$ cat src/twba_pkg.sv
// package: shared states, carriers and constants for the two-wire bus arbiter
package twba_pkg;

  // ownership states, one-hot
  typedef enum logic [3:0] {
    ST_RESET    = 4'b0001,
    ST_EM_OWN   = 4'b0010,
    ST_IMPL_OWN = 4'b0100,
    ST_EXPL_OWN = 4'b1000
  } twba_state_type;

  localparam int unsigned SYNC_STAGES = 3;
  localparam logic        GRANT_IDLE_LVL = 1'b1;   // grant pin level at reset: negated
  localparam logic        BD_RESET_LVL   = 1'b1;   // bus-driven at reset: negated
  localparam logic        TS_RESET_LVL   = 1'b1;   // transfer start at reset: negated

  // core request side, same clock
  typedef struct packed {
    logic req;        // internal bus request pending
    logic burst_more; // more transfers of the same access follow
  } twba_core_req_type;

  // bus-side drive controls
  typedef struct packed {
    logic bus_oe_n;   // low while address/data/control are driven
    logic bd_n;       // bus-driven output level
    logic ts_n;       // transfer start output level
  } twba_drive_type;

endpackage : twba_pkg

$ cat src/twba_arbiter.sv
// file: two-wire bus ownership state machine with bus lock
`timescale 1ns/1ps
module twba_arbiter (
  input  wire logic                        ref_clk,
  input  wire logic                        rst_b,
  input  wire logic                        wdog_reset,
  input  wire logic                        bus_grant_n,
  input  wire logic                        bus_lock_flag,
  input  wire twba_pkg::twba_core_req_type core_req,
  input  wire logic                        cycle_end,
  output logic                             core_start_q,
  output logic                             bus_driven_n,
  output logic                             transfer_start_n,
  output logic                             bus_oe_n,
  output logic                             bus_owned_q
);

  ////////////////////////////////////////////////////////////////////////////
  // grant pin synchronisation

  logic grant_lvl;   // synchronised pin level, low = granted
  logic granted;

  twba_sync u_grant_sync (
    .ref_clk (ref_clk),
    .rst_b   (rst_b),
    .pin_in  (bus_grant_n),
    .level_q (grant_lvl)
  );

  assign granted = !grant_lvl;

  ////////////////////////////////////////////////////////////////////////////
  // state

  twba_pkg::twba_state_type state_q;
  twba_pkg::twba_state_type state_d;
  twba_pkg::twba_drive_type drv_q;
  twba_pkg::twba_drive_type drv_d;
  logic                     in_prog_q;
  logic                     in_prog_d;
  logic                     start_now;
  logic                     end_of_series;

  // a series only ends on the terminating transfer of the access
  assign end_of_series = cycle_end && !core_req.burst_more;

  // in explicit ownership a new access may start only with no access under way
  function automatic logic can_start(input logic req, input logic busy);
    can_start = req && !busy;
  endfunction : can_start

  always_comb begin
    state_d   = state_q;
    start_now = 1'b0;
    case (state_q)
      twba_pkg::ST_RESET: begin
        state_d = granted ? twba_pkg::ST_IMPL_OWN : twba_pkg::ST_EM_OWN;
      end
      twba_pkg::ST_EM_OWN, twba_pkg::ST_IMPL_OWN: begin
        if (!granted) begin
          state_d = twba_pkg::ST_EM_OWN;
        end else if (bus_lock_flag || core_req.req) begin
          state_d   = twba_pkg::ST_EXPL_OWN;
          start_now = core_req.req;
        end else begin
          state_d = twba_pkg::ST_IMPL_OWN;
        end
      end
      twba_pkg::ST_EXPL_OWN: begin
        start_now = can_start(core_req.req, in_prog_q);
        if (granted || bus_lock_flag) begin
          state_d = twba_pkg::ST_EXPL_OWN;
        end else if (!in_prog_q) begin
          state_d   = twba_pkg::ST_EM_OWN;
          start_now = 1'b0;
        end else if (end_of_series) begin
          state_d   = twba_pkg::ST_EM_OWN;
          start_now = 1'b0;
        end
      end
      default: begin
        state_d = twba_pkg::ST_RESET;
      end
    endcase
  end

  // in-progress tracking: start wins over end in the same clock
  always_comb begin
    in_prog_d = in_prog_q;
    if (start_now) begin
      in_prog_d = 1'b1;
    end else if (end_of_series) begin
      in_prog_d = 1'b0;
    end
  end

  always_comb begin
    drv_d.bd_n     = (state_d == twba_pkg::ST_EXPL_OWN) ? 1'b0 : 1'b1;
    drv_d.bus_oe_n = drv_d.bd_n;
    drv_d.ts_n     = !start_now;
  end

  always_ff @(posedge ref_clk) begin
    if (!rst_b || wdog_reset) begin
      state_q <= twba_pkg::ST_RESET;
    end else begin
      state_q <= state_d;
    end
  end

  always_ff @(posedge ref_clk) begin
    if (!rst_b || wdog_reset) begin
      in_prog_q <= 1'b0;
    end else begin
      in_prog_q <= in_prog_d;
    end
  end

  ////////////////////////////////////////////////////////////////////////////
  // registered outputs

  // bus-side drive levels; every pin level leaves straight from a flop
  always_ff @(posedge ref_clk) begin
    if (!rst_b || wdog_reset) begin
      drv_q.bd_n     <= twba_pkg::BD_RESET_LVL;
      drv_q.bus_oe_n <= twba_pkg::BD_RESET_LVL;
      drv_q.ts_n     <= twba_pkg::TS_RESET_LVL;
    end else begin
      drv_q <= drv_d;
    end
  end

  // start pulse for the core, in step with transfer start
  always_ff @(posedge ref_clk) begin
    if (!rst_b || wdog_reset) begin
      core_start_q <= 1'b0;
    end else begin
      core_start_q <= start_now;
    end
  end

  // owned includes implicit, so it differs from bus-driven while idle
  always_ff @(posedge ref_clk) begin
    if (!rst_b || wdog_reset) begin
      bus_owned_q <= 1'b0;
    end else begin
      bus_owned_q <= (state_d == twba_pkg::ST_EXPL_OWN) ||
                     (state_d == twba_pkg::ST_IMPL_OWN);
    end
  end

  assign bus_driven_n     = drv_q.bd_n;
  assign transfer_start_n = drv_q.ts_n;
  assign bus_oe_n         = drv_q.bus_oe_n;
endmodule : twba_arbiter

$ cat src/twba_sync.sv
// file: three-stage synchroniser for the grant pin
`timescale 1ns/1ps
module twba_sync (
  input  wire logic ref_clk,
  input  wire logic rst_b,
  input  wire logic pin_in,
  output logic      level_q
);
  logic s1_q;
  logic s2_q;
  logic s3_q;

  always_ff @(posedge ref_clk) begin
    if (!rst_b) begin
      s1_q <= twba_pkg::GRANT_IDLE_LVL;
      s2_q <= twba_pkg::GRANT_IDLE_LVL;
      s3_q <= twba_pkg::GRANT_IDLE_LVL;
    end else begin
      s1_q <= pin_in;
      s2_q <= s1_q;
      s3_q <= s2_q;
    end
  end

  // change accepted only once stages two and three agree
  always_ff @(posedge ref_clk) begin
    if (!rst_b) begin
      level_q <= twba_pkg::GRANT_IDLE_LVL;
    end else if (s2_q == s3_q) begin
      level_q <= s3_q;
    end
  end
endmodule : twba_sync

$ cat config.mk
export PLATFORM = sky130hd
export DESIGN_NAME = twba_arbiter
export DESIGN_NICKNAME = d
export VERILOG_FILES = /design/src/twba_pkg.sv /design/src/twba_arbiter.sv /design/src/twba_sync.sv
export SDC_FILE = /design/constraint.sdc
export NUM_CORES = 1
export LEC_CHECK = 0
export BUFFER_PORTS_ARGS = -buffer_cell sky130_fd_sc_hd__buf_2
export CAP_MARGIN = 10
export CORE_MARGIN = 4
export CORE_UTILIZATION = 35
export CTS_BUF_LIST = sky130_fd_sc_hd__clkbuf_16
export DETAILED_ROUTE_END_ITERATION = 10
export RECOVER_POWER = 100
export SLEW_MARGIN = 20
export SYNTH_ARGS = -nofsm -noshare
export SYNTH_HDL_FRONTEND = slang
export SYNTH_SLANG_ARGS = --single-unit
$ cat constraint.sdc
create_clock -name ref_clk -period 2.1 [get_ports ref_clk]
set_input_delay 0 -clock ref_clk [delete_from_list [all_inputs] [get_ports ref_clk]]
set_output_delay 0 -clock ref_clk [all_outputs]
set_load 0.005 [all_outputs]
Yosys cells after proc, flatten, opt, wreduce, memory -nomap -nowiden
Cells that the tools add are included.
{"block": "word_totals", "in_bits": 8, "elab_cells": 46, "ff_bits": 13, "output_inout_bits": 5}
{"block": "classes", "eq_ne": 7, "n_reduce_logical": 13, "n_mux": 16}
{"operator": "$mux W4", "n": 5}
{"operator": "$pmux W4 S3", "n": 1}
{"operator": "$eq A4 B3 Y1 const B", "n": 2}
{"operator": "$eq A4 B4 Y1 const B", "n": 2}
{"operator": "$mux W1", "n": 8}
{"operator": "$logic_not A1 Y1", "n": 5}
{"operator": "$eq A4 B1 Y1 const B", "n": 1}
{"operator": "$eq A4 B2 Y1 const B", "n": 1}
{"operator": "$logic_or A1 B1 Y1", "n": 4}
{"operator": "$mux W3", "n": 1}
{"operator": "$logic_and A1 B1 Y1", "n": 2}
{"operator": "$pmux W1 S2", "n": 1}
{"operator": "$reduce_bool A2 Y1", "n": 1}
{"operator": "$reduce_or A2 Y1", "n": 1}
{"operator": "$eq A1 B1 Y1", "n": 1}

Depth between registers and ports, before layout
{"block": "logic_depth", "ltp_word": 8, "mapped_depth": 5, "depth_no_buf": 4}

Cells and area by module
Synthesis repeated with hierarchy kept, for this count alone.
{"block": "hier_totals", "cells_unflattened": 59, "hier_area_um2": 568.0}
{"module": "twba_arbiter", "seq_area_each_um2": 180.2, "cells_each": 49, "instances": 1, "area_each_um2": 455.4}
{"module": "twba_sync", "seq_area_each_um2": 80.1, "cells_each": 10, "instances": 1, "area_each_um2": 112.6}

Worst setup path after synthesis
OpenSTA, ideal clock, no wires.
{"block": "synth_path", "path_kind": "register to register", "from": "register state_q[1]", "to": "register drv_q (netlist bit transfer_start_n)", "t_required_ns": 1.980, "setup_time_ns": 0.120, "arrival_time_ns": 1.402, "path_stages_with_launch": 6, "n_path_buf": 1, "period_less_slack_ns": 1.522, "setup_slack_ns": 0.578, "path_cell_list": "dfxtp_1 > buf_6 > or4b_4 > nor3b_2 > o21ai_1 > or2_1"}
{"block": "synth_between", "elab_chain_len": 4, "word_cells_on_any_way": 6, "classes_between": "eq/ne (3); mux (1); reduce/logical (2)"}
{"element": "from (decl)", "line_no": "twba_arbiter.sv:36", "rtl": "twba_pkg::twba_state_type state_q;"}
{"element": "from (signal assigned)", "line_no": "twba_arbiter.sv:106", "rtl": "state_q <= twba_pkg::ST_RESET;"}
{"element": "from (signal assigned)", "line_no": "twba_arbiter.sv:108", "rtl": "state_q <= state_d;"}
{"element": "$eq A4 B2 Y1 / $eq A4 B3 Y1 (equally long branches)", "line_no": "twba_arbiter.sv:56", "rtl": "case (state_q)"}
{"element": "$reduce_or A2 Y1", "line_no": "twba_arbiter.sv:56"}
{"element": "$pmux W1 S2 *", "line_no": "twba_arbiter.sv:56"}
{"element": "$logic_not A1 Y1 *", "line_no": "twba_arbiter.sv:101", "rtl": "drv_d.ts_n = !start_now;"}
{"element": "to (signal assigned)", "line_no": "twba_arbiter.sv:130", "rtl": "drv_q <= drv_d;"}
{"element": "to (decl)", "line_no": "twba_arbiter.sv:38", "rtl": "twba_pkg::twba_drive_type drv_q;"}
Mark *: on every way between the ends. The rest lies on a longest branch, timed or not.
A chain may end at the register's enable or synchronous reset.

Worst setup path in the final report
Same ends and word-level chain as after synthesis.

==> key figures <==
Outcome
  • Result of the run: finished, final reports clean

Pwr
  • Net switching power figure: 118 uW
  • Switching Share: a little under a fifth
  • PD cells: slightly below 900 nW/um^2
  • Flop pwr share: between 40% and 50%
  • Pleak: 0.000274 uW
  • Combinational share of power: 6.1%
  • Cell internal pwr: roughly 530 uW
  • Clock power share: 53.4%
  • VDD IR max: roughly 0.00047 V

STA
  • Skew final: ~0.0023 ns
  • Hold Vio Cnt, Final: 0
  • Peak Freq: 0.596 GHz
  • Worst Tran Pin Value: 0.407 ns
  • RSZ-0062 raised after global routing: false
  • Crit path time final: approximately 1.7 ns
  • Max-slew violations: 0
  • Fin Setup TNS: 0 ns
  • Period utilization: 79.9%
  • Relative slew slack: between 70% and 80%
  • Final setup fails: 0

Hold path
  • Worst hold endpoint: state_q[0]
  • Worst hold path class: primary input to register
  • Hold path depth: 3
  • HP Start: wdog_reset

Setup path
  • Setup crit start kind: register
  • FF-to-FF path depth: 4
  • Critical path required time: 2.22 ns
  • R2R setup slack: 0.42 ns
  • Crit path arrival time: 1.80 ns
  • Worst flop-to-flop path startpoint: state_q[1]
  • Worst-path maximum fanout: 10
  • Crit Reg-Reg Endpoint: transfer_start_n
  • Critical path class: register to register
  • Setup crit end kind: register

Drt
  • Final antenna-violating net count: 0
  • Vias after detailed routing: 450
  • Initial DRC count: 4
  • Vias/cell: a little under 5
  • Drt drc: 0
  • Initial DRT Pass Iterations: 2
  • WL/cell: 10.9 um
  • Final wirelength: 1010 um

Synthesis
  • Synth area leaders: dfxtp_1 45%, nand2b_1 6.5%, a21oi_1 3.5%
  • Avg Cell Area, Syn: roughly 9.3 um^2
  • Most frequent cell after synthesis: dfxtp_1
  • Warnings, synthesis: 0
  • Post-synth top area cell: dfxtp_1
  • Cell Area, Synth: 579 um^2
  • Synthesized netlist cell count: 62
  • Synth top area share: 44.9%
  • Net Count, Synth: 70
  • Synth cell types: 28
  • Post-synth ARST share: 0%
  • Top cells by count, synth: 13 x dfxtp_1, 6 x nand2b_1
  • Prevailing post-synth register cell: dfxtp_1
  • Post-synthesis sequential area ratio: roughly 45%
  • Post-synth EDFFs: 0
  • Register bit total from synthesis: 13

Placement
  • DP Area: about 630 um^2
  • Placed Instances: 86
  • I/O Buffers: 12
  • RePlAce Congestion: 0.732
  • DP HPWL: 743 um

Global routing
  • Number of global-route vias before repair: 450
  • First-pass GRT wire length: 1800 um
  • GRT Overall Usage: 9.34%
  • Largest net degree at the start of global routing: 11
  • Overflow after GRT: 0
  • Initial antenna violation count: 0

Finish
  • Sequential Area: roughly 260 um^2
  • Multi-input gate area: 267 um^2
  • Syn-to-layout area delta: 25.5%
  • Nets: 86
  • Final Instance Area: 727 um^2
  • Fill count: 164
  • Ant diodes: 0
  • Layout cell share with drive strength beyond 1: 18.2%
  • Layout Cells excl Fill: 93

Run
  • Max_cap viols: 0

Floorplanning
  • Die X: just under 50 um
  • Starting Density: 37.6%
  • Die area: 2370 um^2
  • Boundary Pins: 13
  • Core Rows: 14
  • Core area: 1540 um^2
  • Die Ht: around 50 um

Clocking
  • CTS Buf Count: 3
  • Clk slew on worst S/H paths: 0.04 ns
  • H-tree levels: 1
  • Sink Count: 13
  • CTS tree: done
  • Clock Tree Buf Depth: 2
  • CTS root buffer: clkbuf_16
  • Worst-Skew Late Latency: around 0.24 ns
  • # Post-CTS Setup Buffers: 0
==> kinds of logic after synthesis <==
group,Yosys count,share of synthesized area (%)
AO/OA/AOI/OAI,12,15.1
XOR/XNOR,3,4.54
buffers and inverters,8,7.56
flip-flops,13,44.9
AND/OR/NAND/NOR,26,27.9
==> cells in the final DEF, fill, tap and decap left out <==
master | synthesis | routed
o21ai_0 | 2 | 3
nand2_1 | 4 | 4
o2111ai_1 | 1 | 1
nor2_1 | 4 | 4
a21oi_1 | 4 | 4
o311ai_2 | 1 | 1
and2b_1 | 1 | 1
nor4b_1 | 2 | 2
nor3b_1 | 0 | 1
dfxtp_1 | 13 | 13
a311o_1 | 1 | 1
xor2_1 | 1 | 1
buf_2 | 2 | 9
or4b_1 | 0 | 1
and3_1 | 1 | 1
nor4_1 | 2 | 2
dlygate4sd3_1 | 0 | 3
or2_1 | 1 | 1
clkbuf_1 | 0 | 3
nor3_1 | 1 | 1
inv_1 | 4 | 5
o22a_1 | 1 | 1
nand2b_1 | 6 | 6
o2bb2ai_1 | 1 | 1
or2_2 | 1 | 1
xnor2_1 | 2 | 2
clkbuf_16 | 0 | 3
nor2b_1 | 1 | 1
==> worst max path at each step <==
stage	from	slack, ns	depth (start not counted)	to
final	state_q[1]	0.42	4	transfer_start_n
after global routing	state_q[1]	0.33	4	transfer_start_n
after CTS	state_q[1]	0.51	4	transfer_start_n
after detailed placement	state_q[1]	0.51	4	transfer_start_n
after global placement	state_q[1]	0.56	4	transfer_start_n
after floorplan	state_q[1]	0.58	5	transfer_start_n
==> flip-flops by register name, indices dropped and copies added (netlist names) <==
name	cells
bus_driven_n	1
bus_owned_q	1
core_start_q	1
transfer_start_n	1
u_grant_sync.level_q	1
in_prog_q	1
state_q	4
u_grant_sync.s1_q	1
u_grant_sync.s3_q	1
u_grant_sync.s2_q	1
==> metal layers <==
metal	global-route usage [%]	vias up	part of all wire, %	wire length (um)
li1	-	246	-	-
met1	10.7	193	45	458
met2	15.4	11	47	479
met3	5.21	0	7.5	76
met4	1.35	0	0	0
met5	0	-	0	0
==> cell type report <==
cell class / count / area share (%)
multi-input cells: 41 / 36.7
flip-flops and latches: 13 / 35.8
repair buffers: 15 / 11.9
clock buffers: 3 / 10.3
well taps: 16 / 2.75
inverters: 4 / 2.07
clock inverters: 1 / 0.516
==> power by group through the flow <==
stage / Combinational [uW] / Sequential [uW] / Clock [uW]
after floorplan: 31.8 / 260 / 0
after global routing: 43.8 / 262 / 365
after CTS: 39.9 / 261 / 348
after detailed placement: 35.5 / 266 / 0
final: 39.2 / 261 / 344
after global placement: 35.6 / 265 / 0
==> critical path, stage by stage (launching register included) <==
cell     delay [ns]
dfxtp_1        0.39
or4b_1         0.60
nor3b_1        0.21
o21ai_0        0.14
or2_1          0.23
==> through the flow <==
step	setup slack, ns	utilization [%]	hold slack (ns)	total power [uW]
finish	0.422	47.2	0.0460	644
global route	0.326	47.2	0.0603	671
CTS	0.512	48.0	0.0501	650
detailed placement	0.511	40.9	0.183	301
global placement	0.556	40.9	0.183	301
floorplan	0.578	-	0.0730	292
==> repair_timing <==
action,4_1_cts,5_1_grt
hold buffers,3,0
hold endpoints to repair,2,0
resized for setup,0,0
endpoints found under the setup margin,0,0
Power figures use the tool's default switching activity.
